===== config.mk =====
export PLATFORM = sky130hd
export DESIGN_NAME = psr_power_state_reset_control
export DESIGN_NICKNAME = d
export VERILOG_FILES = /design/src/psr_pkg.sv /design/src/psr_power_state_reset_control.sv
export SDC_FILE = /design/constraint.sdc
export NUM_CORES = 1
export LEC_CHECK = 0
export ABC_AREA = 1
export BUFFER_PORTS_ARGS = -buffer_cell sky130_fd_sc_hd__buf_4
export CORE_UTILIZATION = 45
export CTS_BUF_LIST = sky130_fd_sc_hd__clkbuf_8
export DETAILED_ROUTE_END_ITERATION = 7
export PLACE_DENSITY = 0.71
export RECOVER_POWER = 100
export SYNTH_ARGS = -nofsm -noshare
export SYNTH_HDL_FRONTEND = slang
export SYNTH_SLANG_ARGS = --single-unit

===== constraint.sdc =====
create_clock -name sys_clk -period 2 [get_ports sys_clk]
set_input_delay 0 -clock sys_clk [delete_from_list [all_inputs] [get_ports sys_clk]]
set_output_delay 0 -clock sys_clk [all_outputs]
set_load 0.03 [all_outputs]

===== src/psr_pkg.sv =====
package psr_pkg;

    // -----------------------------------------------------------------------
    // Timing
    // -----------------------------------------------------------------------
    localparam int unsigned FILTER_CYCLES      = 3;
    localparam int unsigned WAKE_DELAY_DEFAULT = 64;

    // -----------------------------------------------------------------------
    // Register map (word index on the plain port)
    // -----------------------------------------------------------------------
    localparam logic [3:0] ADDR_CTRL   = 4'h0;
    localparam logic [3:0] ADDR_STATUS = 4'h1;
    localparam logic [3:0] ADDR_IRQ    = 4'h2;
    localparam logic [3:0] ADDR_MASK   = 4'h3;
    localparam logic [3:0] ADDR_USER   = 4'h4;
    localparam logic [3:0] ADDR_CAL    = 4'h5;

    // Control field positions.
    localparam int unsigned CTRL_IDLE_BIT  = 0;
    localparam int unsigned CTRL_RESET_BIT = 1;
    localparam int unsigned CTRL_CAL_BIT   = 2;

    // Interrupt event positions.
    localparam int unsigned EV_RESET = 0;
    localparam int unsigned EV_STATE = 1;
    localparam int unsigned EV_SUPPLY = 2;
    localparam int unsigned EV_WIDTH  = 3;

    // Reset values.
    localparam logic [2:0]  CTRL_RESET_VAL = 3'h0;
    localparam logic [15:0] USER_RESET_VAL = 16'h0000;
    localparam logic [2:0]  MASK_RESET_VAL = 3'h0;

    typedef enum logic [1:0] {
        PSR_SLEEP,
        PSR_IDLE,
        PSR_LIMP,
        PSR_ACTIVE
    } psr_state_e;

endpackage : psr_pkg


===== src/psr_power_state_reset_control.sv =====
// How it works
// State changes only after all inputs hold steady for three cycles.
// Power-up is recognised only once the main supply passed start-up level.
// Power-up enters sleep, drives outputs off, resets all registers.
// Sleep to active waits a parameter wake-up delay before switching.
// Idle stops switching; registers and serial port work with logic supply.
// Limp entry resets registers; afterwards reads work and writes are ignored.
// Limp regulation runs only while main and external driver supplies good.
// Active switching follows the dimming input high, stops when low.
// Each high-side driver starts only after its bootstrap level is good.
// Every reset source sets the transmission error flag.
// Enable pin low disables serial port, resets registers, enters sleep.
// Enable pin low also turns off driver regulator and stops switching.
// Logic supply low blocks drivers and serial access, resets registers.
// Driver supply low stops drivers and switching, keeps registers.
// Writing the software reset bit restores every writable register except the interrupt status.
// Calibration survives software reset, readable only when enabled.
// Software idle bit moves active to idle; clearing returns to active.
// Filtered limp-home input enters limp; low releases normal selection.
//
// Strobed register access and the register addresses are this design's own decisions.
`timescale 1ns/100ps
module psr_power_state_reset_control #(
    parameter int unsigned WAKE_DELAY = psr_pkg::WAKE_DELAY_DEFAULT
) (
    // Clock and reset.
    input  wire logic        sys_clk,
    input  wire logic        reset_n,
    // Supply comparators and pins, asynchronous.
    input  wire logic        main_supply_level,
    input  wire logic        enable_uv_pin,
    input  wire logic        driver_regulator_level,
    input  wire logic        external_driver_supply_level,
    input  wire logic        logic_supply_level,
    input  wire logic        backup_mode_input,
    input  wire logic        dimming_input,
    input  wire logic [1:0]  bootstrap_level,
    // Calibration result from the trim engine, same clock.
    input  wire logic [15:0] cal_result,
    // Register port.
    input  wire logic [3:0]  regAddr,
    input  wire logic [15:0] regWrData,
    input  wire logic        regWr,
    input  wire logic        regRd,
    output logic      [15:0] regRdData,
    // Power stage controls.
    output logic             switchEnable,
    output logic      [1:0]  high_side_drivers,
    output logic             lowSideEnable,
    output logic             regulatorEnable,
    output logic             serialEnable,
    output logic             serialReadOnly,
    output logic             transmission_error_flag,
    output logic      [1:0]  powerState,
    output logic             irq
);
    import psr_pkg::*;

    // -----------------------------------------------------------------------
    // Input synchronisers and stability filter
    // -----------------------------------------------------------------------
    localparam int unsigned NIN = 9;
    logic [NIN-1:0] rawIn;
    logic [NIN-1:0] syncA_ff;
    logic [NIN-1:0] syncB_ff;
    logic [NIN-1:0] lastIn_ff;
    logic [NIN-1:0] filt_ff;
    logic [1:0]     stableCnt_ff;
    logic           idleBitFilt_ff;
    logic           idleLast_ff;

    assign rawIn = {bootstrap_level, dimming_input, backup_mode_input,
                    logic_supply_level, external_driver_supply_level,
                    driver_regulator_level, enable_uv_pin,
                    main_supply_level};

    always_ff @(posedge sys_clk or negedge reset_n)
    begin
        if (!reset_n)
        begin
            syncA_ff <= '0;
            syncB_ff <= '0;
        end
        else
        begin
            syncA_ff <= rawIn;
            syncB_ff <= syncA_ff;
        end
    end

    logic [2:0] ctrl_ff;

    // All state inputs, including the software idle bit, must hold for the
    // filter interval before the filtered copy is updated.
    always_ff @(posedge sys_clk or negedge reset_n)
    begin
        if (!reset_n)
        begin
            lastIn_ff      <= '0;
            idleLast_ff    <= 1'b0;
            stableCnt_ff   <= 2'h0;
            filt_ff        <= '0;
            idleBitFilt_ff <= 1'b0;
        end
        else
        begin
            lastIn_ff   <= syncB_ff;
            idleLast_ff <= ctrl_ff[CTRL_IDLE_BIT];
            if (syncB_ff != lastIn_ff || ctrl_ff[CTRL_IDLE_BIT] != idleLast_ff)
                stableCnt_ff <= 2'h0;
            else if (stableCnt_ff != 2'(FILTER_CYCLES - 1))
                stableCnt_ff <= stableCnt_ff + 2'h1;
            else
            begin
                filt_ff        <= lastIn_ff;
                idleBitFilt_ff <= idleLast_ff;
            end
        end
    end

    logic       fMain;
    logic       fEnable;
    logic       fDrvReg;
    logic       fExtDrv;
    logic       fLogic;
    logic       fLimp;
    logic       fDim;
    logic [1:0] fBoot;
    assign fMain   = filt_ff[0];
    assign fEnable = filt_ff[1];
    assign fDrvReg = filt_ff[2];
    assign fExtDrv = filt_ff[3];
    assign fLogic  = filt_ff[4];
    assign fLimp   = filt_ff[5];
    assign fDim    = filt_ff[6];
    assign fBoot   = filt_ff[8:7];

    // -----------------------------------------------------------------------
    // Power state machine
    // -----------------------------------------------------------------------
    psr_state_e state_ff;
    psr_state_e nxt_state;
    logic       poweredUp_ff;
    logic [15:0] wakeCnt_ff;
    logic       wakeDone;

    assign wakeDone = (wakeCnt_ff == 16'(WAKE_DELAY));

    always_ff @(posedge sys_clk or negedge reset_n)
    begin
        if (!reset_n)
            poweredUp_ff <= 1'b0;
        else if (fMain)
            poweredUp_ff <= 1'b1;
    end

    always_comb
    begin
        nxt_state = state_ff;
        unique case (state_ff)
            PSR_SLEEP:
            begin
                if (poweredUp_ff && fEnable)
                    nxt_state = fLimp ? PSR_LIMP : PSR_ACTIVE;
            end
            PSR_IDLE:
            begin
                if (fLimp)
                    nxt_state = PSR_LIMP;
                else if (!idleBitFilt_ff)
                    nxt_state = PSR_ACTIVE;
            end
            PSR_LIMP:
            begin
                if (!fLimp)
                    nxt_state = PSR_ACTIVE;
            end
            PSR_ACTIVE:
            begin
                if (fLimp)
                    nxt_state = PSR_LIMP;
                else if (idleBitFilt_ff && fMain && fLogic)
                    nxt_state = PSR_IDLE;
            end
        endcase
        if (!fEnable)
            nxt_state = PSR_SLEEP;
    end

    always_ff @(posedge sys_clk or negedge reset_n)
    begin
        if (!reset_n)
            state_ff <= PSR_SLEEP;
        else
            state_ff <= nxt_state;
    end

    // Wake-up delay restarts on every entry from sleep.
    always_ff @(posedge sys_clk or negedge reset_n)
    begin
        if (!reset_n)
            wakeCnt_ff <= 16'h0000;
        else if (state_ff == PSR_SLEEP)
            wakeCnt_ff <= 16'h0000;
        else if (!wakeDone)
            wakeCnt_ff <= wakeCnt_ff + 16'h0001;
    end

    // -----------------------------------------------------------------------
    // Reset sources
    // -----------------------------------------------------------------------
    logic limpEntry;
    logic swReset;
    logic hwRegReset;
    logic serialOk;
    logic wrAllowed;

    assign limpEntry  = (nxt_state == PSR_LIMP) && (state_ff != PSR_LIMP);
    assign swReset    = regWr && wrAllowed && (regAddr == ADDR_CTRL)
                        && regWrData[CTRL_RESET_BIT];
    assign hwRegReset = !fEnable || !fLogic || limpEntry;
    assign serialOk   = fEnable && fLogic && poweredUp_ff;
    assign wrAllowed  = serialOk && (state_ff != PSR_LIMP);

    // -----------------------------------------------------------------------
    // Registers
    // -----------------------------------------------------------------------
    logic [15:0] user_ff;
    logic [2:0]  irqStat_ff;
    logic [2:0]  mask_ff;
    logic        ter_ff;
    logic [2:0]  events;
    logic        stateChg;
    logic        supplyFault;

    always_ff @(posedge sys_clk or negedge reset_n)
    begin
        if (!reset_n)
        begin
            ctrl_ff <= CTRL_RESET_VAL;
            user_ff <= USER_RESET_VAL;
            mask_ff <= MASK_RESET_VAL;
        end
        else if (hwRegReset || swReset)
        begin
            ctrl_ff <= CTRL_RESET_VAL;
            user_ff <= USER_RESET_VAL;
            mask_ff <= MASK_RESET_VAL;
        end
        else if (regWr && wrAllowed)
        begin
            // Driver supply faults touch no register contents except the supply bit of the interrupt status.
            if (regAddr == ADDR_CTRL)
                ctrl_ff <= {regWrData[CTRL_CAL_BIT], 1'b0,
                            regWrData[CTRL_IDLE_BIT]};
            if (regAddr == ADDR_USER)
                user_ff <= regWrData;
            if (regAddr == ADDR_MASK)
                mask_ff <= regWrData[EV_WIDTH-1:0];
        end
    end

    // The flag stays set until software clears it by writing a one.
    always_ff @(posedge sys_clk or negedge reset_n)
    begin
        if (!reset_n)
            ter_ff <= 1'b1;
        else if (hwRegReset || swReset)
            ter_ff <= 1'b1;
        else if (regWr && wrAllowed && regAddr == ADDR_STATUS && regWrData[0])
            ter_ff <= 1'b0;
    end

    assign stateChg    = (nxt_state != state_ff);
    assign supplyFault = !fDrvReg || !fExtDrv;
    always_comb
    begin
        events           = '0;
        events[EV_RESET] = hwRegReset || swReset;
        events[EV_STATE] = stateChg;
        events[EV_SUPPLY] = supplyFault;
    end

    // A new event wins over a clear in the same cycle.
    always_ff @(posedge sys_clk or negedge reset_n)
    begin
        if (!reset_n)
            irqStat_ff <= '0;
        else if (regWr && wrAllowed && regAddr == ADDR_IRQ)
            irqStat_ff <= (irqStat_ff & ~regWrData[EV_WIDTH-1:0]) | events;
        else
            irqStat_ff <= irqStat_ff | events;
    end

    assign irq = |(irqStat_ff & mask_ff);

    // Read data appears the cycle after the strobe.
    always_ff @(posedge sys_clk or negedge reset_n)
    begin
        if (!reset_n)
            regRdData <= 16'h0000;
        else if (regRd && serialOk)
        begin
            unique case (regAddr)
                ADDR_CTRL:   regRdData <= {13'h0000, ctrl_ff};
                ADDR_STATUS: regRdData <= {13'h0000, powerState, ter_ff};
                ADDR_IRQ:    regRdData <= {13'h0000, irqStat_ff};
                ADDR_MASK:   regRdData <= {13'h0000, mask_ff};
                ADDR_USER:   regRdData <= user_ff;
                ADDR_CAL:    regRdData <= ctrl_ff[CTRL_CAL_BIT] ?
                                          cal_result : 16'h0000;
                default:     regRdData <= 16'h0000;
            endcase
        end
        else
            regRdData <= 16'h0000;
    end

    // -----------------------------------------------------------------------
    // Power stage outputs
    // -----------------------------------------------------------------------
    logic runOk;
    logic nxtSwitch;

    always_comb
    begin
        runOk = 1'b0;
        unique case (state_ff)
            PSR_SLEEP:  runOk = 1'b0;
            PSR_IDLE:   runOk = 1'b0;
            PSR_LIMP:   runOk = fMain && fExtDrv;
            PSR_ACTIVE: runOk = wakeDone && fDim;
        endcase
        nxtSwitch = runOk && fDrvReg && fExtDrv && fLogic;
    end

    always_ff @(posedge sys_clk or negedge reset_n)
    begin
        if (!reset_n)
        begin
            switchEnable      <= 1'b0;
            lowSideEnable     <= 1'b0;
            high_side_drivers <= 2'h0;
            regulatorEnable   <= 1'b0;
        end
        else
        begin
            switchEnable      <= nxtSwitch;
            lowSideEnable     <= nxtSwitch;
            high_side_drivers <= {2{nxtSwitch}} & fBoot;
            regulatorEnable   <= fEnable && poweredUp_ff;
        end
    end

    assign serialEnable            = serialOk;
    assign serialReadOnly          = (state_ff == PSR_LIMP);
    assign transmission_error_flag = ter_ff;
    assign powerState              = state_ff;

endmodule : psr_power_state_reset_control


==> results of run 1 <==
==> sequential cells by signal, indices dropped and copies added (netlist names), 3 cells and up <==
register    flops
regRdData      16
user_ff        16
wakeCnt_ff     16
filt_ff         9
lastIn_ff       9
syncA_ff        9
syncB_ff        9
irqStat_ff      3
mask_ff         3
==> through the flow <==
stage          total power, mW  hold WS (ns)  instance area, sq um
5_1_grt                  3.720       0.03540                  5645
6_report                 3.570     -0.002478                  5645
3_5_place_dp             2.363       0.02159                  5254
3_3_place_gp             2.359       0.02026                  5254
4_1_cts                  3.611      0.006776                  5811
2_1_floorplan            2.224       -0.2956                  4529
==> Yosys cell counts <==
library cell / count / share of area
a211oi_1: 1 / 0.0017
a21oi_1: 26 / 0.029
a21oi_2: 11 / 0.021
and2_1: 1 / 0.0014
buf_2: 5 / 0.0055
buf_4: 1 / 0.0017
buf_8: 2 / 0.0066
clkbuf_1: 2 / 0.0017
clkinv_1: 1 / 0.00083
dfrtp_1: 103 / 0.57
dfstp_2: 1 / 0.0058
ha_1: 3 / 0.0083
inv_1: 61 / 0.051
inv_2: 2 / 0.0017
inv_6: 1 / 0.0019
nand2_1: 156 / 0.13
nand2_2: 2 / 0.0028
nand2_4: 1 / 0.0025
nand3_1: 27 / 0.030
nand3_2: 2 / 0.0044
nand3_4: 1 / 0.0039
nand4_1: 6 / 0.0083
nor2_1: 36 / 0.030
nor2_2: 5 / 0.0069
nor2_4: 2 / 0.0050
nor3_1: 14 / 0.015
nor3_2: 1 / 0.0022
nor4_1: 2 / 0.0028
o21a_1: 1 / 0.0017
o21ai_0: 21 / 0.023
o2bb2ai_1: 1 / 0.0019
or2_2: 3 / 0.0041
xnor2_1: 5 / 0.0097
xor2_1: 5 / 0.0097
==> worst register-to-register path, stage by stage, from the launching register on <==
cell and delay [ns]:
dfrtp_1 0.39, inv_1 0.08, nor3_1 0.50, nand2_1 0.20
nor2_1 0.21, nand3_1 0.09, nand2_1 0.07, nor2_1 0.05
==> logic make-up after synthesis <==
group / Yosys count / share of synthesized area
xor gates and xnor gates: 10 / 0.01934
adders and majority gates: 3 / 0.008288
DFF: 104 / 0.5749
and+or+nand+nor: 259 / 0.2486
buffers and inverters: 75 / 0.07044
AOI/OAI and AO/OA: 61 / 0.07845
==> power by group <==
part | internal, mW | switching [mW]
Sequential | 2.13 | 0.0139
Combinational | 0.130 | 0.102
Clock | 0.463 | 0.732
==> per-layer routing <==
metal / vias up / track usage
li1: 1842 / -
met1: 1736 / 0.2576
met2: 63 / 0.3382
met3: 12 / 0.03762
met4: 0 / 0.05714
met5: - / 0
==> worst min path at each step <==
| stage | startpoint | to | slack, ns | cells after the start |
|---|---|---|---|---|
| final | regWrData[2] | irqStat_ff[2] | -0.002 | 4 |
| after global routing | cal_result[1] | regRdData[1] | 0.04 | 5 |
| after CTS | cal_result[1] | regRdData[1] | 0.007 | 5 |
| after detailed placement | reset_n | regRdData[10] | 0.02 | 1 |
| after global placement | reset_n | regRdData[10] | 0.02 | 1 |
| after floorplan | reset_n | ctrl_ff[0] | -0.30 | 0 |
==> final cells by class <==
cell class / instances / area (sq um)
Fill cell: 861 / 4129
Sequential cell: 104 / 2604
Clock inverter: 6 / 52.55
Clock buffer: 9 / 123.9
Multi-Input combinational cell: 333 / 1546
Tap cell: 133 / 166.4
Inverter: 65 / 249.0
Timing Repair Buffer: 120 / 903.4
==> cells in the final DEF, fill, tap and decap left out, drive strengths merged, types with 2 or more instances in the layout <==
| cell type | synthesis | final |
|---|---|---|
| nor4 | 2 | 2 |
| buf | 8 | 44 |
| xnor2 | 5 | 5 |
| nor2 | 43 | 43 |
| clkinv | 1 | 3 |
| xor2 | 5 | 5 |
| nand4 | 6 | 6 |
| clkbuf | 2 | 47 |
| ha | 3 | 3 |
| nand3 | 30 | 30 |
| nor3 | 15 | 15 |
| dlygate4sd3 | 0 | 38 |
| inv | 64 | 66 |
| clkinvlp | 0 | 2 |
| o21ai | 21 | 21 |
| dfrtp | 103 | 103 |
| or2 | 3 | 3 |
| a21oi | 37 | 37 |
| nand2 | 159 | 159 |
==> repair_timing <==
action / CTS / global route
hold endpoints to repair: 77 / 0
resized for setup: 0 / 0
hold buffers: 38 / 0
==> impl_metrics.tcl, run 1 <==
set metrics [dict create \
    run_status "finished, violations left" \
    violations "hold timing" \
    worstMarginPinSlew_ns 1.049 \
    track_usage 0.1981 \
    dieArea_sq_mm 0.01047 \
    gr-total-overflow 0 \
    clock_sinks 104 \
    setup_ws_ns 0.3061 \
    initial_utilization 0.4634 \
    post-dp-hpwl_mm 6.853 \
    r2r-end "wakeCnt_ff[13]" \
    synth_warnings 0 \
    rrSetupSlack_ns 0.31 \
    antennaDiodeCount 0 \
    finalSetupTns_ns 0 \
    synth_seq_cells 104 \
    cp_cell_sequence "inv_1 > nor3_1 > nand2_1 > nor2_1 > nand3_1 > nand2_1 > nor2_1" \
    crit_arrival_ns 1.95 \
    yosysSeqAreaShare 0.5749 \
    numPortBuffers 75 \
    avgSynthCellArea_sq_um 8.846 \
    final_nets 685 \
    fmax_mhz 590.3 \
    met2_length_mm 4.737 \
    routabilityCongestion 0.8771 \
    vias_per_cell 4.744 \
    r2r_cells 7 \
    instances_no_fill 770 \
    top_level_ports 76 \
    grt_pass1_vias 3513 \
    syn_area_sq_mm 0.004529 \
    path_delay_family "simple AND/OR/NAND/NOR gates" \
    crit_slowest_cell "nor3_1" \
    cts.reportedPaths.clkPinSlew_ns 0.11 \
    hp-class "in2reg" \
    grt_antenna_before_repair 0 \
    die_h_microns 102.3 \
    critical_path.max_stage_delay_ns 0.50 \
    holdWs_ns -0.002478 \
    clockBufferDepth 2 \
    ir_drop_v 0.0004110 \
    power.density_mw_per_mm2 632.5 \
    worstSetupPathDepth 7 \
    endpoint_kind "register" \
    relSlewSlack 0.3005 \
    wirelength_mm 9.686 \
    vias 3653 \
    finalMaxSlewViolations 0 \
    post_cts_buffers 0 \
    htreeDepth 3 \
    wl_met1_mm 4.477 \
    synthCells 512 \
    crit_fanout 5 \
    drt_iter0_markers 92 \
    drive_gt1_frac 0.1366 \
    highest_layer "met4" \
    leakagePower_nw 2.647 \
    ys_types 34 \
    crit_buf_inv 1 \
    drv_cap 0 \
    cts_made_buffers 9 \
    dp.cells 717 \
    finalHoldViolations 1 \
    grt_max_degree 47 \
    cts_tree "yes" \
    drc 0 \
    core-area_sq_mm 0.009774 \
    fp.dieW_microns 102.3 \
    crit_start "wakeCnt_ff[0]" \
    grt_pass1_wl_mm 15.86 \
    reg2reg_from "wakeCnt_ff[0]" \
    crit_path_end "wakeCnt_ff[13]" \
    syn_to_final_growth_pct 24.64 \
    dr_wl_met3_microns 304 \
    drtPass1Iterations 4 \
    post_drt_wl_per_cell_microns 12.58 \
    criticalPathCategory "reg2reg" \
    detail-route-antenna-nets 0 \
    fin_util 0.5776 \
    finalSetupViolCount 0 \
    min_period_ns 1.694 \
    synth_fp_nets 564 \
    skew_ns 0.01643 \
    pre_cts_slack_ns 0.4093 \
    insertion_delay_ns 0.36 \
    finalCritPeriodShare 0.8470 \
    start_kind "register" \
    rsz0062_at_grt "false" \
    root_buffer "clkbuf_8" \
    required_ns 2.25 \
    rows 36 \
]
No activity file was read; power rests on OpenSTA's default activity.
==> run 2: changes to the inputs <==
clock period = 1.7 ns   (was 2 ns; I/O delays follow)
==> run 2 against run 1 <==
Net effect:
- the flow now finishes without violations
- wire length increased by 0.34%
- die area unchanged
- final cell count increased by 0.78%
- sequential power increased by 18%
- clock skew increased by 0.0021 ns
- count of clock-buffer cells in the layout unchanged
- via count increased by 1.9%
- combinational power increased by 19%
- non-clock buffer count increased by 5
- first-iteration DRC count increased by 9.8%
- register-to-register slack got worse by 0.18 ns
- critical path type unchanged
- highest routed layer unchanged
==> impl_metrics.tcl, run 2 (synthesized netlist as in run 1, its figures left out) <==
set metrics [dict create \
    insertion_delay_ns 0.37 \
    clock_sinks 104 \
    detail-route-antenna-nets 0 \
    p_int_mw 3.252 \
    crit_arrival_ns 1.82 \
    grt_max_degree 43 \
    ir_drop_v 0.0006064 \
    finalMaxSlewViolations 0 \
    syn_to_final_growth_pct 26.57 \
    p_clk_frac 0.354 \
    min_period_ns 1.572 \
    fp.dieW_microns 102.3 \
    cts_made_buffers 9 \
    post_cts_buffers 0 \
    cp_cell_sequence "nor2_4 > a21oi_1 > nand3_2 > nand3_4 > buf_4 > a21oi_1" \
    criticalPathCategory "reg2reg" \
    power.density_mw_per_mm2 755.6 \
    cts.reportedPaths.clkPinSlew_ns 0.11 \
    start_kind "register" \
    endpoint_kind "register" \
    reg_top3 "regRdData (16), user_ff (16), wakeCnt_ff (16)" \
    finalCritPeriodShare 0.9248 \
    grt_pass1_wl_mm 16.26 \
    drt_iter0_markers 101 \
    drive_gt1_frac 0.1493 \
    grt_antenna_before_repair 0 \
    fmax_mhz 636.1 \
    rows 36 \
    final_common_cell "nand2_1" \
    crit_fanout 12 \
    initial_utilization 0.4634 \
    path_delay_family "flip-flops" \
    crit_buf_inv 1 \
    drv_cap 0 \
    skew_ns 0.01853 \
    dieArea_sq_mm 0.01047 \
    finalHoldViolations 0 \
    ctsResizeCount 0 \
    mostFrequentLayoutCells "156 x nand2_1, 103 x dfrtp_1, 61 x inv_1" \
    crit_top_cell "a21oi_1" \
    run_status "finished, final reports clean" \
    post-dp-hpwl_mm 7.033 \
    htreeDepth 3 \
    wirelength_mm 9.719 \
    p_sw_frac 0.2494 \
    grt_pass1_vias 3655 \
    root_buffer "clkbuf_8" \
    cts_tree "yes" \
    leakagePower_nw 2.687 \
    numPortBuffers 75 \
    gr-total-overflow 0 \
    rsz0062_at_grt "false" \
    drtPass1Iterations 4 \
    relSlewSlack 0.2656 \
    clockBufferDepth 2 \
    routabilityCongestion 0.9315 \
    antennaDiodeCount 0 \
    instances_no_fill 776 \
    die_h_microns 102.3 \
    worstMarginPinSlew_ns 1.102 \
    dp.cells 721 \
    cts_hold_buf 39 \
    power_frac_comb 0.064 \
    hp-class "in2reg" \
    post_drt_wl_per_cell_microns 12.52 \
    crit_slowest_cell "dfrtp_1" \
    switching_power_mw 1.080 \
    drc 0 \
    track_usage 0.2019 \
    finalSetupTns_ns 0 \
    final_nets 690 \
    finalSetupViolCount 0 \
    critical_path.max_stage_delay_ns 0.53 \
    required_ns 1.95 \
    core-area_sq_mm 0.009774 \
    top_level_ports 76 \
    power_frac_seq 0.582 \
    vias_per_cell 4.799 \
    fin_util 0.5865 \
    vias 3724 \
]
run 2: changes by cell type in the layout (fill, tap and decap cells not counted), moves of 2 or more:
cell / change
clkbuf_2: +2
clkinvlp_4: -2
a21oi_2: +2
a21oi_1: -2
clkinv_8: +3
run 2: worst paths after layout:
check                           cells past startpoint           from  slack, ns       endpoint
worst max-delay path                                6  powerState[1]       0.13    user_ff[12]
worst min-delay path                                5  cal_result[0]       0.02   regRdData[0]
worst max register to register                      6  powerState[1]       0.13    user_ff[12]
worst min register to register                      0    syncA_ff[5]       0.36    syncB_ff[5]
max in group asynchronous                           3        reset_n       0.32   lastIn_ff[4]
min in group asynchronous                           2        reset_n       0.39  powerState[1]
run 2: cell type report:
| class | count | area (sq um) |
|---|---|---|
| clock inverter | 7 | 86.33 |
| sequential | 104 | 2604 |
| timing repair buffer | 125 | 932.1 |
| inverter | 65 | 249.0 |
| clock buffer | 9 | 123.9 |
| fill | 903 | 4041 |
| tap | 133 | 166.4 |
| multi-input combinational | 333 | 1572 |
run 2: per-stage QoR:
step / setup slack [ns] / power [mW] / hold WS (ns) / instance area [sq um]
2_1_floorplan: 0.01973 / 2.616 / -0.2956 / 4529
3_5_place_dp: 0.1496 / 2.784 / 0.03696 / 5284
5_1_grt: 0.008542 / 4.521 / 0.01203 / 5733
3_3_place_gp: 0.1999 / 2.779 / 0.03617 / 5284
4_1_cts: 0.1134 / 4.392 / 0.001601 / 5884
6_report: 0.1279 / 4.332 / 0.01680 / 5733
run 2: worst min-delay path: stages:
cell and delay (ns):
buf_4 0.08, nand2_1 0.04, nand2_1 0.05, nor2_1 0.04, a21oi_1 0.12
run 2: power groups by stage:
stage / registers [mW] / clock network (mW) / logic (mW)
after detailed placement: 2.57 / 0 / 0.213
after floorplan: 2.57 / 0 / 0.0495
after global placement: 2.57 / 0 / 0.211
final: 2.52 / 1.53 / 0.277
after CTS: 2.52 / 1.58 / 0.286
after global routing: 2.53 / 1.68 / 0.309
run 2: per-layer routing:
layer / track usage / part of all wire / vias to the layer above
met4: 0.08132 / 0.021 / 0
met5: 0 / 0 / -
met1: 0.2580 / 0.43 / 1769
met2: 0.3402 / 0.51 / 80
met3: 0.03694 / 0.032 / 16
li1: - / - / 1859
